[src/design/portd_ctrl_pkg.sv]
// constants for the port d override and mcu control block
package portd_ctrl_pkg;
  localparam int unsigned CLK_PERIOD_NS = 10;
  // register decode: data space and i/o space views
  localparam logic [7:0] MCU_CONTROL_DATA_ADDR = 8'h0055;
  localparam logic [7:0] IO_SPACE_BASE = 8'h0020;
  localparam logic [7:0] MCU_CONTROL_IO_ADDR = 8'h0035;
  localparam logic [7:0] MCU_CONTROL_RESET = 8'h0000;
  // field positions
  localparam int unsigned DEBUG_DISABLE_BIT = 7;
  localparam int unsigned BOD_SLEEP_BIT = 6;
  localparam int unsigned BOD_UNLOCK_BIT = 5;
  localparam int unsigned PULLUP_OFF_BIT = 4;
  localparam int unsigned VECTOR_SELECT_BIT = 1;
  localparam int unsigned VECTOR_UNLOCK_BIT = 0;
  // timed sequence windows, in clock cycles
  localparam logic [2:0] UNLOCK_WINDOW_CYCLES = 3'h4;
  localparam logic [2:0] BOD_SLEEP_CYCLES = 3'h3;
  // pin positions on port d
  localparam int unsigned PIN_SERIAL0_RX = 0;
  localparam int unsigned PIN_SERIAL0_TX = 1;
  localparam int unsigned PIN_SERIAL1_RX = 2;
  localparam int unsigned PIN_SERIAL1_TX = 3;
  localparam int unsigned PIN_T1_COMPARE_B = 4;
  localparam int unsigned PIN_T1_COMPARE_A = 5;
  localparam int unsigned PIN_T2_COMPARE_B = 6;
  localparam int unsigned PIN_T2_COMPARE_A = 7;
endpackage

[src/design/portd_override.sv]
// port d alternate-function overrides and mcu control register
`timescale 1ns/10ps
`default_nettype none
// Functional notes
// - tx enable forces output, drives tx data
// - rx enable forces input, routes pin
// - rx pin pull-up follows data bit
// - compare outputs replace value, not direction
// - pin-change mask and group force input buffer
// - pins 3/2 feed external irqs one/zero
// - debug port enabled by fuse unless disabled
// - debug disable changes on double write
// - bod sleep set via two-write sequence
// - bod sleep effective for sleep instruction
// - bod sleep clears after three cycles
// - global pull-up off kills all pull-ups
// - vector select picks app or boot base
// - vector select changes only after unlock
// - interrupts blocked during vector sequence
// - blocking leaves global interrupt flag alone
// - vector unlock clears after four cycles
// - boot locks suppress interrupts by section
// - decode at data 0x55 and io 0x35
module portd_override (
  input wire logic sys_clk,
  input wire logic sys_rst,
  input wire logic clk_en,
  // cpu register access
  input wire logic [7:0] reg_addr,
  input wire logic reg_io_space,
  input wire logic reg_wr,
  input wire logic reg_rd,
  input wire logic [7:0] reg_wdata,
  output logic [7:0] reg_rdata,
  // port registers of port d
  input wire logic [7:0] portd_dir,
  input wire logic [7:0] portd_data,
  // pin pad
  input wire logic [7:0] pad_in,
  output logic [7:0] pad_out,
  output logic [7:0] pad_oe_n,
  output logic [7:0] pad_pullup,
  output logic [7:0] pad_input_en,
  output logic [7:0] pin_level,
  // serial units
  input wire logic serial0_tx_enable,
  input wire logic serial0_rx_enable,
  input wire logic serial1_tx_enable,
  input wire logic serial1_rx_enable,
  input wire logic serial0_tx_pin,
  input wire logic serial1_tx_pin,
  output logic serial0_rx_pin,
  output logic serial1_rx_pin,
  // timers
  input wire logic [3:0] compare_enable,
  input wire logic timer1_compare_b_out,
  input wire logic timer1_compare_a_out,
  input wire logic timer2_compare_b_out,
  input wire logic timer2_compare_a_out,
  output logic timer1_capture_in,
  // interrupt sources
  input wire logic [7:0] pin_change_mask,
  input wire logic pin_change_group3_enable,
  input wire logic ext_irq_zero_enable,
  input wire logic ext_irq_one_enable,
  output logic ext_irq_zero,
  output logic ext_irq_one,
  // debug, brown-out, vectors
  input wire logic debug_port_fuse,
  input wire logic sleep_exec,
  input wire logic exec_in_boot,
  input wire logic app_boot_lock,
  input wire logic boot_section_lock,
  input wire logic [15:0] boot_base_addr,
  output logic debug_port_enable,
  output logic brownout_sleep_off,
  output logic brownout_off_in_sleep,
  output logic [15:0] vector_base,
  output logic irq_block
);
  logic debug_port_disable_r;
  logic bod_sleep_r;
  logic bod_unlock_r;
  logic global_pullup_off_r;
  logic vector_table_select_r;
  logic vector_change_unlock_r;
  logic [7:0] dbg_pending_r;
  logic [2:0] bod_age_r;
  logic post_sel_r;
  logic hit;
  logic wr_hit;
  logic vec_open;
  logic bod_open;
  logic dbg_open;
  logic [7:0] rdata_nxt;
  logic [7:0] comp_val;

  // either address view reaches the register
  function automatic logic addr_match(input logic [7:0] a,
                                      input logic io);
    addr_match = io ? (a == portd_ctrl_pkg::MCU_CONTROL_IO_ADDR)
                    : (a == portd_ctrl_pkg::MCU_CONTROL_DATA_ADDR);
  endfunction

  assign hit = addr_match(reg_addr, reg_io_space);
  assign wr_hit = hit && reg_wr;

  // timed windows share one counter shape
  seq_window u_vec_win (
    .sys_clk(sys_clk),
    .sys_rst(sys_rst),
    .clk_en(clk_en),
    .start(wr_hit && reg_wdata[portd_ctrl_pkg::VECTOR_UNLOCK_BIT]),
    .cancel(wr_hit && !reg_wdata[portd_ctrl_pkg::VECTOR_UNLOCK_BIT]),
    // one short: the unlock flop itself covers the write cycle
    .length(portd_ctrl_pkg::UNLOCK_WINDOW_CYCLES - 3'h1),
    .open(vec_open)
  );
  seq_window u_bod_win (
    .sys_clk(sys_clk),
    .sys_rst(sys_rst),
    .clk_en(clk_en),
    .start(wr_hit && reg_wdata[portd_ctrl_pkg::BOD_SLEEP_BIT]
           && reg_wdata[portd_ctrl_pkg::BOD_UNLOCK_BIT]),
    .cancel(1'b0),
    .length(portd_ctrl_pkg::UNLOCK_WINDOW_CYCLES),
    .open(bod_open)
  );
  seq_window u_dbg_win (
    .sys_clk(sys_clk),
    .sys_rst(sys_rst),
    .clk_en(clk_en),
    .start(wr_hit && !dbg_open),
    .cancel(wr_hit && dbg_open),
    .length(portd_ctrl_pkg::UNLOCK_WINDOW_CYCLES),
    .open(dbg_open)
  );

  // debug disable: first write arms, second equal write commits
  always_ff @(posedge sys_clk) begin
    if (sys_rst) begin
      debug_port_disable_r <= 1'b0;
      dbg_pending_r <= portd_ctrl_pkg::MCU_CONTROL_RESET;
    end else if (clk_en && wr_hit) begin
      dbg_pending_r <= reg_wdata;
      if (dbg_open && dbg_pending_r[portd_ctrl_pkg::DEBUG_DISABLE_BIT]
          == reg_wdata[portd_ctrl_pkg::DEBUG_DISABLE_BIT]) begin
        debug_port_disable_r <=
          reg_wdata[portd_ctrl_pkg::DEBUG_DISABLE_BIT];
      end
    end
  end

  // pull-up disable is a plain bit
  always_ff @(posedge sys_clk) begin
    if (sys_rst) begin
      global_pullup_off_r <= 1'b0;
    end else if (clk_en && wr_hit) begin
      global_pullup_off_r <= reg_wdata[portd_ctrl_pkg::PULLUP_OFF_BIT];
    end
  end

  // brown-out sleep: unlock then commit, self-clears after three
  always_ff @(posedge sys_clk) begin
    if (sys_rst) begin
      bod_unlock_r <= 1'b0;
      bod_sleep_r <= 1'b0;
      bod_age_r <= 3'h0;
    end else if (clk_en) begin
      if (wr_hit && bod_open && reg_wdata[portd_ctrl_pkg::BOD_SLEEP_BIT]
          && !reg_wdata[portd_ctrl_pkg::BOD_UNLOCK_BIT]) begin
        bod_sleep_r <= 1'b1;
        bod_unlock_r <= 1'b0;
        bod_age_r <= portd_ctrl_pkg::BOD_SLEEP_CYCLES;
      end else begin
        if (wr_hit) begin
          bod_unlock_r <= reg_wdata[portd_ctrl_pkg::BOD_UNLOCK_BIT]
                          && reg_wdata[portd_ctrl_pkg::BOD_SLEEP_BIT];
        end else if (!bod_open) begin
          bod_unlock_r <= 1'b0;
        end
        if (bod_age_r != 3'h0) begin
          bod_age_r <= bod_age_r - 3'h1;
        end
        if (bod_age_r == 3'h1) begin
          bod_sleep_r <= 1'b0;
        end
      end
    end
  end

  // vector select commit; unlock self-clears with the window
  always_ff @(posedge sys_clk) begin
    if (sys_rst) begin
      vector_table_select_r <= 1'b0;
      vector_change_unlock_r <= 1'b0;
      post_sel_r <= 1'b0;
    end else if (clk_en) begin
      post_sel_r <= 1'b0;
      if (wr_hit && reg_wdata[portd_ctrl_pkg::VECTOR_UNLOCK_BIT]) begin
        vector_change_unlock_r <= 1'b1;
      end else if (wr_hit && vector_change_unlock_r) begin
        vector_table_select_r <=
          reg_wdata[portd_ctrl_pkg::VECTOR_SELECT_BIT];
        vector_change_unlock_r <= 1'b0;
        post_sel_r <= 1'b1; // hold block over next instruction
      end else if (!vec_open) begin
        vector_change_unlock_r <= 1'b0;
      end
    end
  end

  // readback; bits 3 and 2 always zero
  always_comb begin
    rdata_nxt = portd_ctrl_pkg::MCU_CONTROL_RESET;
    rdata_nxt[portd_ctrl_pkg::DEBUG_DISABLE_BIT] = debug_port_disable_r;
    rdata_nxt[portd_ctrl_pkg::BOD_SLEEP_BIT] = bod_sleep_r;
    rdata_nxt[portd_ctrl_pkg::BOD_UNLOCK_BIT] = bod_unlock_r;
    rdata_nxt[portd_ctrl_pkg::PULLUP_OFF_BIT] = global_pullup_off_r;
    rdata_nxt[portd_ctrl_pkg::VECTOR_SELECT_BIT] = vector_table_select_r;
    rdata_nxt[portd_ctrl_pkg::VECTOR_UNLOCK_BIT] = vector_change_unlock_r;
  end

  always_ff @(posedge sys_clk) begin
    if (sys_rst) begin
      reg_rdata <= portd_ctrl_pkg::MCU_CONTROL_RESET;
    end else if (clk_en) begin
      reg_rdata <= (hit && reg_rd) ? rdata_nxt
                   : portd_ctrl_pkg::MCU_CONTROL_RESET;
    end
  end

  // compare values in pin order 4..7
  assign comp_val = {timer2_compare_a_out, timer2_compare_b_out,
                     timer1_compare_a_out, timer1_compare_b_out, 4'h0};

  // pad overrides, registered so every output is a flop
  always_ff @(posedge sys_clk) begin
    if (sys_rst) begin
      pad_out <= 8'h00;
      pad_oe_n <= 8'hFF;
      pad_pullup <= 8'h00;
      pad_input_en <= 8'h00;
    end else if (clk_en) begin
      for (int i = 0; i < 8; i++) begin
        pad_oe_n[i] <= !portd_dir[i];
        pad_out[i] <= portd_data[i];
        pad_pullup[i] <= !portd_dir[i] && portd_data[i]
                         && !global_pullup_off_r;
        pad_input_en[i] <= pin_change_mask[i]
                           && pin_change_group3_enable;
      end
      for (int i = 4; i < 8; i++) begin
        if (compare_enable[i - 4]) begin
          pad_out[i] <= comp_val[i];
        end
      end
      if (serial0_tx_enable) begin
        pad_oe_n[portd_ctrl_pkg::PIN_SERIAL0_TX] <= 1'b0;
        pad_out[portd_ctrl_pkg::PIN_SERIAL0_TX] <= serial0_tx_pin;
        pad_pullup[portd_ctrl_pkg::PIN_SERIAL0_TX] <= 1'b0;
      end
      if (serial1_tx_enable) begin
        pad_oe_n[portd_ctrl_pkg::PIN_SERIAL1_TX] <= 1'b0;
        pad_out[portd_ctrl_pkg::PIN_SERIAL1_TX] <= serial1_tx_pin;
        pad_pullup[portd_ctrl_pkg::PIN_SERIAL1_TX] <= 1'b0;
      end
      if (serial0_rx_enable) begin
        pad_oe_n[portd_ctrl_pkg::PIN_SERIAL0_RX] <= 1'b1;
        pad_pullup[portd_ctrl_pkg::PIN_SERIAL0_RX] <=
          portd_data[portd_ctrl_pkg::PIN_SERIAL0_RX]
          && !global_pullup_off_r;
      end
      if (serial1_rx_enable) begin
        pad_oe_n[portd_ctrl_pkg::PIN_SERIAL1_RX] <= 1'b1;
        pad_pullup[portd_ctrl_pkg::PIN_SERIAL1_RX] <=
          portd_data[portd_ctrl_pkg::PIN_SERIAL1_RX]
          && !global_pullup_off_r;
      end
      if (ext_irq_one_enable) begin
        pad_input_en[portd_ctrl_pkg::PIN_SERIAL1_TX] <= 1'b1;
      end
      if (ext_irq_zero_enable) begin
        pad_input_en[portd_ctrl_pkg::PIN_SERIAL1_RX] <= 1'b1;
      end
    end
  end

  // pin levels to internal consumers, one register stage
  always_ff @(posedge sys_clk) begin
    if (sys_rst) begin
      pin_level <= 8'h00;
      serial0_rx_pin <= 1'b1;
      serial1_rx_pin <= 1'b1;
      ext_irq_zero <= 1'b0;
      ext_irq_one <= 1'b0;
      timer1_capture_in <= 1'b0;
    end else if (clk_en) begin
      pin_level <= pad_in;
      serial0_rx_pin <= pad_in[portd_ctrl_pkg::PIN_SERIAL0_RX];
      serial1_rx_pin <= pad_in[portd_ctrl_pkg::PIN_SERIAL1_RX];
      ext_irq_zero <= pad_in[portd_ctrl_pkg::PIN_SERIAL1_RX];
      ext_irq_one <= pad_in[portd_ctrl_pkg::PIN_SERIAL1_TX];
      timer1_capture_in <= pad_in[portd_ctrl_pkg::PIN_T2_COMPARE_B];
    end
  end

  // system control outputs; blocking never touches the i flag
  always_ff @(posedge sys_clk) begin
    if (sys_rst) begin
      debug_port_enable <= 1'b0;
      brownout_sleep_off <= 1'b0;
      brownout_off_in_sleep <= 1'b0;
      vector_base <= 16'h0000;
      irq_block <= 1'b0;
    end else if (clk_en) begin
      debug_port_enable <= debug_port_fuse && !debug_port_disable_r;
      brownout_sleep_off <= bod_sleep_r;
      brownout_off_in_sleep <= sleep_exec && bod_sleep_r;
      vector_base <= vector_table_select_r ? boot_base_addr
                                           : 16'h0000;
      irq_block <= vector_change_unlock_r || post_sel_r
                   || (vector_table_select_r && app_boot_lock
                       && !exec_in_boot)
                   || (!vector_table_select_r && boot_section_lock
                       && exec_in_boot);
    end
  end
endmodule // portd_override
`default_nettype wire

[src/design/seq_window.sv]
// small down counter that holds a timed-sequence window open
`timescale 1ns/10ps
`default_nettype none
module seq_window (
  input wire logic sys_clk,
  input wire logic sys_rst,
  input wire logic clk_en,
  input wire logic start,
  input wire logic cancel,
  input wire logic [2:0] length,
  output logic open
);
  logic [2:0] count_r;
  // start wins over cancel so a fresh unlock is never lost
  always_ff @(posedge sys_clk) begin
    if (sys_rst) begin
      count_r <= 3'h0;
    end else if (clk_en) begin
      if (start) begin
        count_r <= length;
      end else if (cancel) begin
        count_r <= 3'h0;
      end else if (count_r != 3'h0) begin
        count_r <= count_r - 3'h1;
      end
    end
  end
  assign open = (count_r != 3'h0);
endmodule // seq_window
`default_nettype wire

[config.mk]
export PLATFORM = sky130hd
export DESIGN_NAME = portd_override
export DESIGN_NICKNAME = d
export VERILOG_FILES = /design/src/design/portd_ctrl_pkg.sv /design/src/design/portd_override.sv /design/src/design/seq_window.sv
export SDC_FILE = /design/constraint.sdc
export NUM_CORES = 1
export LEC_CHECK = 0
export ABC_CLOCK_PERIOD_IN_PS = 2000
export BUFFER_PORTS_ARGS = -buffer_cell sky130_fd_sc_hd__buf_2
export CAP_MARGIN = 10
export CORE_ASPECT_RATIO = 0.6
export CORE_MARGIN = 10
export CORE_UTILIZATION = 47
export DETAILED_ROUTE_END_ITERATION = 10
export GPL_TIMING_DRIVEN = 0
export PLACE_DENSITY = 0.88
export SETUP_SLACK_MARGIN = 0.1
export SYNTH_ARGS = -nofsm -noshare
export SYNTH_HDL_FRONTEND = slang
export SYNTH_SLANG_ARGS = --single-unit
[constraint.sdc]
create_clock -name sys_clk -period 2 [get_ports sys_clk]
set_input_delay 0 -clock sys_clk [delete_from_list [all_inputs] [get_ports sys_clk]]
set_output_delay 0 -clock sys_clk [all_outputs]
set_load 0.02 [all_outputs]
# ---- Word level (Yosys, flattened, before mapping)
# Index checks and enable logic that the tools add are counted.
dict set report totals {
  romBits 0
  latch_bits 0
  ramBits 0
  register_bits 100
  inputBits 92
  wordCells 161
  mem_count 0
  out_inout_bits 73
}
dict set report classes {
  n_div 0
  n_reduce_logical 83
  bitwise 1
  multipliers 0
  add_sub_neg 4
  eq_ne 6
  shifts 0
  muxes 39
  order_cmp 0
}
# operator n
set op_table {}
lappend op_table {{$logic_and 1x1->1} 47}
lappend op_table {{$mux 3} 10}
lappend op_table {{$mux 1} 27}
lappend op_table {{$reduce_bool 3->1} 6}
lappend op_table {{$mux 16} 1}
lappend op_table {{$reduce_and 2->1} 8}
lappend op_table {{$logic_not 1->1} 15}
lappend op_table {{$sub 3x1->3 const B} 4}
lappend op_table {{$eq 8x6->1 const B} 1}
lappend op_table {{$eq 8x7->1 const B} 1}
lappend op_table {{$mux 8} 1}
lappend op_table {{$reduce_bool 2->1} 3}
lappend op_table {{$eq 3x1->1 const B} 1}
lappend op_table {{$logic_or 1x1->1} 3}
lappend op_table {{$ne 3x1->1 const B} 1}
lappend op_table {{$ne 3x2->1 const B} 1}
lappend op_table {{$reduce_and 3->1} 1}
lappend op_table {{$eq 1x1->1} 1}
lappend op_table {{$not 1->1} 1}

# ---- Logic depth before layout (Yosys ltp)
dict set report logic_depth {
  depth_word 8
  depth_mapped 7
  depth_no_buf 7
}

# ---- Hierarchy
# From an unflattened synthesis, not the netlist that was laid out.
dict set report hier_totals {
  cells_unflattened 421
  area_unflattened_um2 3689.8
}
# module cells_each area_per_inst_um2 instances seq_area_each_um2
set modules_own_cells {}
lappend modules_own_cells {portd_override 346 3126.7 1 1581.5}
lappend modules_own_cells {seq_window 25 187.7 3 60.1}

# ---- Worst setup path after synthesis
# OpenSTA, ideal clock, no wires.
dict set report synth_path {
  path_type {reg-to-reg}
  start {register u_bod_win.count_r[0]}
  end {register bod_sleep_r}
  synth_period_minus_slack_ps 1590
  setup_slack_ps 410
  path_buffers 0
  setup_ps 67
  stages_incl_launch_ff 7
  arrival_time_ps 1522
  required_time_ps 1933
  cell_sequence {dfxtp_1 inv_1 ha_1 ha_1 nand2b_1 or4_4 a21oi_2}
}
dict set report synth_between {
  elab_chain_len 6
  word_cells_on_any_way 7
  classes_between {mux: 1; reduce/logical: 6}
}
# item line
set synth_rtl {}
lappend synth_rtl {{from (decl)} seq_window.sv:13} ;# logic [2:0] count_r;
lappend synth_rtl {{from (signal assigned)} seq_window.sv:20} ;# count_r <= length;
lappend synth_rtl {{from (signal assigned)} seq_window.sv:24} ;# count_r <= count_r - 3'h1;
lappend synth_rtl {{$reduce_bool 3->1 *} seq_window.sv:28} ;# assign open = (count_r != 3'h0);
lappend synth_rtl {{$logic_and 1x1->1 * (2 in a row)} portd_override.sv:170} ;# if (wr_hit && bod_open && reg_wdata[portd_ctrl_pkg::BOD_SLEEP_BIT]
lappend synth_rtl {{$logic_and 1x1->1 *} portd_override.sv:171} ;# && !reg_wdata[portd_ctrl_pkg::BOD_UNLOCK_BIT]) begin
lappend synth_rtl {{$reduce_bool 2->1 (no source line)} -}
lappend synth_rtl {{$reduce_and 2->1 (no source line)} -}
lappend synth_rtl {{to (signal assigned)} portd_override.sv:167} ;# bod_sleep_r <= 1'b0;
lappend synth_rtl {{to (signal assigned)} portd_override.sv:172} ;# bod_sleep_r <= 1'b1;
lappend synth_rtl {{to (signal assigned)} portd_override.sv:186} ;# bod_sleep_r <= 1'b0;
lappend synth_rtl {{to (decl)} portd_override.sv:82} ;# logic bod_sleep_r;
# Every way passes the cells marked *; elsewhere a longest branch is shown, timed or not.
# A chain may end at the register's enable or synchronous reset.

# ---- Final worst setup path
dict set report layout_path {
  start {register u_bod_win.count_r[0]}
  end {register bod_age_r[1]}
}
dict set report layout_between {
  elab_chain_len 6
  word_cells_on_any_way 7
  classes_between {mux: 1; reduce/logical: 6}
}
# item line
set layout_rtl {}
lappend layout_rtl {{$reduce_bool 3->1 *} seq_window.sv:28}
lappend layout_rtl {{$logic_and 1x1->1 * (2 in a row)} portd_override.sv:170}
lappend layout_rtl {{$logic_and 1x1->1 *} portd_override.sv:171}
lappend layout_rtl {{$reduce_bool 2->1 (no source line)} -}
lappend layout_rtl {{$reduce_and 2->1 (no source line)} -}
lappend layout_rtl {{to (signal assigned)} portd_override.sv:174} ;# bod_age_r <= portd_ctrl_pkg::BOD_SLEEP_CYCLES;
lappend layout_rtl {{to (signal assigned)} portd_override.sv:183} ;# bod_age_r <= bod_age_r - 3'h1;
lappend layout_rtl {{to (decl)} portd_override.sv:88} ;# logic [2:0] bod_age_r;
# Marked as above.

==> flow_summary.toml <==
[outcome]
outcome = "complete, no violations"

[critical_path]
critPathLaunchType = "register"
worstPathArrival_ns = 2.07
end_kind = "register"
critPathKind = "reg -> reg"
path_max_fanout = 5
worstPathRequired_ns = 2.27

[final_layout]
final_common_cell = "buf_2"
layout.nets = 745
syn2layout_area_growth_pct = 47.6
drive_above_1_share_pct = 30.0
utilization_pct = 70.8
layout_common_cells = "164 x buf_2, 88 x dfxtp_1, 53 x dlygate4sd3_1, 50 x nor2_1, 45 x nand2_1"
diodes = 0
nFillCells = 572

[floorplan]
dieArea_um2 = 12000
ios = 165
core.rowCount = 25
start_util_pct = 48.0
die_w_um = 135
die_h_um = 89.1
core-area_um2 = 7790

[pwr]
leakagePower_uw = 0.00251
p_per_area_nw_per_um2 = 905
ir_worst_vdd_uv = 536

[clock_tree]
clkSinkCount = 88
clk_pin_slew_ns = 0.06
numCtsBuffers = 9
cts.htree.levels = 3
clock_latency_ns = 0.34
cts-root-buf = "clkbuf_16"
cts_tree = "done"
clk_path_buf_depth = 2

[yosys]
synthCells = 421
synth_cell_type_count = 52
synth-edff-count = 0
synth_warnings = 0
synth.avg_cell_area_um2 = 8.87
synth_ff_type = "dfxtp_1"
synth_seq_cells = 88
yosysSeqAreaShare_pct = 47.2
synthesis.area_um2 = 3740
async_reset_ff_share_pct = 0

[placed_design]
portBuffers = 158
gp_congestion = 0.841
hpwlAfterDp_um = 9710

[route]
drc = 0
routed_wl_um = 13900
vias = 4082
drtIter0Drc = 273
vias_per_cell = 5.39
post_drt_wl_per_cell_um = 18.3
postRouteAntennaNets = 0
drt_first_pass_iters = 5

[timing]
hold_violations = 0
fin_tns_setup_ns = 0
min_period_ns = 1.80
setup_viol = 0
worst_slew_pin_slew_ns = 0.639
fin_crit_sh_pct = 89.8
slew_headroom_pct = 57.4
finClkSkew_ns = 0.00251
max_freq_mhz = 557
drv_slew = 0
rsz0062_at_grt = "false"

[global_routing]
antenna_found_initial = 0
track_usage_pct = 22.5
grt_max_degree = 14
grt_pass1_wl_um = 21500
grt_pass1_vias = 4260
grt-ovfl-total = 0

[min_path]
hold_path.class = "in -> reg"

[flow_run]
max-cap-violations = 0
[critical path, cell delays in order (launching register included)]
cell and delay (ns):
dfxtp_1 0.37, inv_1 0.06, ha_1 0.20, ha_1 0.26, nand2b_1 0.22, or4_4 0.47
a21oi_1 0.14
[cell usage after synthesis, types with 4 or more instances]
cell type	instances	share of area, %
mux2i_1	19	5.1
nand2b_1	6	1.0
and2_1	5	0.84
nand3_1	12	1.6
nand3b_1	6	1.2
buf_4	6	1.2
o31ai_1	5	1.0
inv_1	14	1.4
nor2_1	50	5.0
nor3_1	4	0.54
nor2b_1	5	0.84
nand2_1	45	4.5
clkbuf_1	20	2.0
buf_2	6	0.80
ha_1	9	3.0
dfxtp_1	88	47
a211oi_1	9	1.8
o2111ai_1	4	0.94
a22oi_1	23	4.6
o21ai_0	12	1.6
a21oi_1	31	4.2
[routing by layer]
layer / global-route usage (%) / part of all wire (%)
met1: 25.3 / 40
met2: 38.4 / 47
met3: 8.98 / 11
met4: 7.39 / 2.2
met5: 0 / 0
[kinds of logic after synthesis]
logic type | after synthesis | share of synthesized area, %
simple gates | 151 | 19.7
compound gates | 101 | 18.4
flops | 88 | 47.2
buf+inv | 50 | 6.03
mux | 20 | 5.39
fa+ha+maj | 9 | 3.01
other cells | 1 | 0.100
xor+xnor | 1 | 0.234
[flip-flops by register name, summed over array words and instances (netlist names), 2 cells and up]
register and cells:
pin_level 8, pad_pullup 8, u_vec_win.count_r 3, dbg_pending_r 2, u_bod_win.count_r 3, pad_out 8, pad_input_en 8, u_dbg_win.count_r 3
vector_base 16, pad_oe_n 8, bod_age_r 3, reg_rdata 6
[stage by stage]
step	setup slack, ns	cells	total power [uW]	cell area, um^2	hold WS (ns)
finish	0.204	757	4990	5520	0.00154
detailed placement	0.225	688	3090	4670	0.214
global route	0.120	757	5210	5520	0.0313
CTS	0.209	757	4960	5510	0.00617
floorplan	0.410	422	2750	3740	0.0916
global placement	0.297	688	3010	4670	0.204
[layout make-up]
class | count | area [um^2] | area share (%)
Timing Repair Buffer | 211 | 1320 | 24.0
Buffer | 36 | 174 | 3.15
Sequential cell | 88 | 1760 | 31.9
Multi-Input combinational cell | 284 | 1760 | 31.8
Clock inverter | 3 | 65.1 | 1.18
Clock buffer | 13 | 250 | 4.54
Inverter | 14 | 52.6 | 0.953
Tap cell | 108 | 135 | 2.45
[final timing paths]
kind | start | to | slack [ns] | depth (start not counted)
max | u_bod_win.count_r[0] | bod_age_r[1] | 0.20 | 6
min | serial1_rx_enable | pad_oe_n[2] | 0.002 | 5
max reg2reg | u_bod_win.count_r[0] | bod_age_r[1] | 0.20 | 6
min reg2reg | dbg_pending_r[7] | dbg_pending_r[7] | 0.47 | 2
[timing repair]
action | CTS | global route
endpoints found under the hold margin | 55 | 0
setup endpoints to repair | 0 | 3
setup buffers | 0 | 0
resized for setup | 0 | 3
hold buffers | 53 | 0
[power breakdown]
group	switching (uW)	internal (uW)	leakage (uW)	total, uW
Sequential	76.7	1900	0.000719	1980
Combinational	665	555	0.00164	1220
Clock	664	1130	0.000154	1790
(Power assumes the default switching activity.)
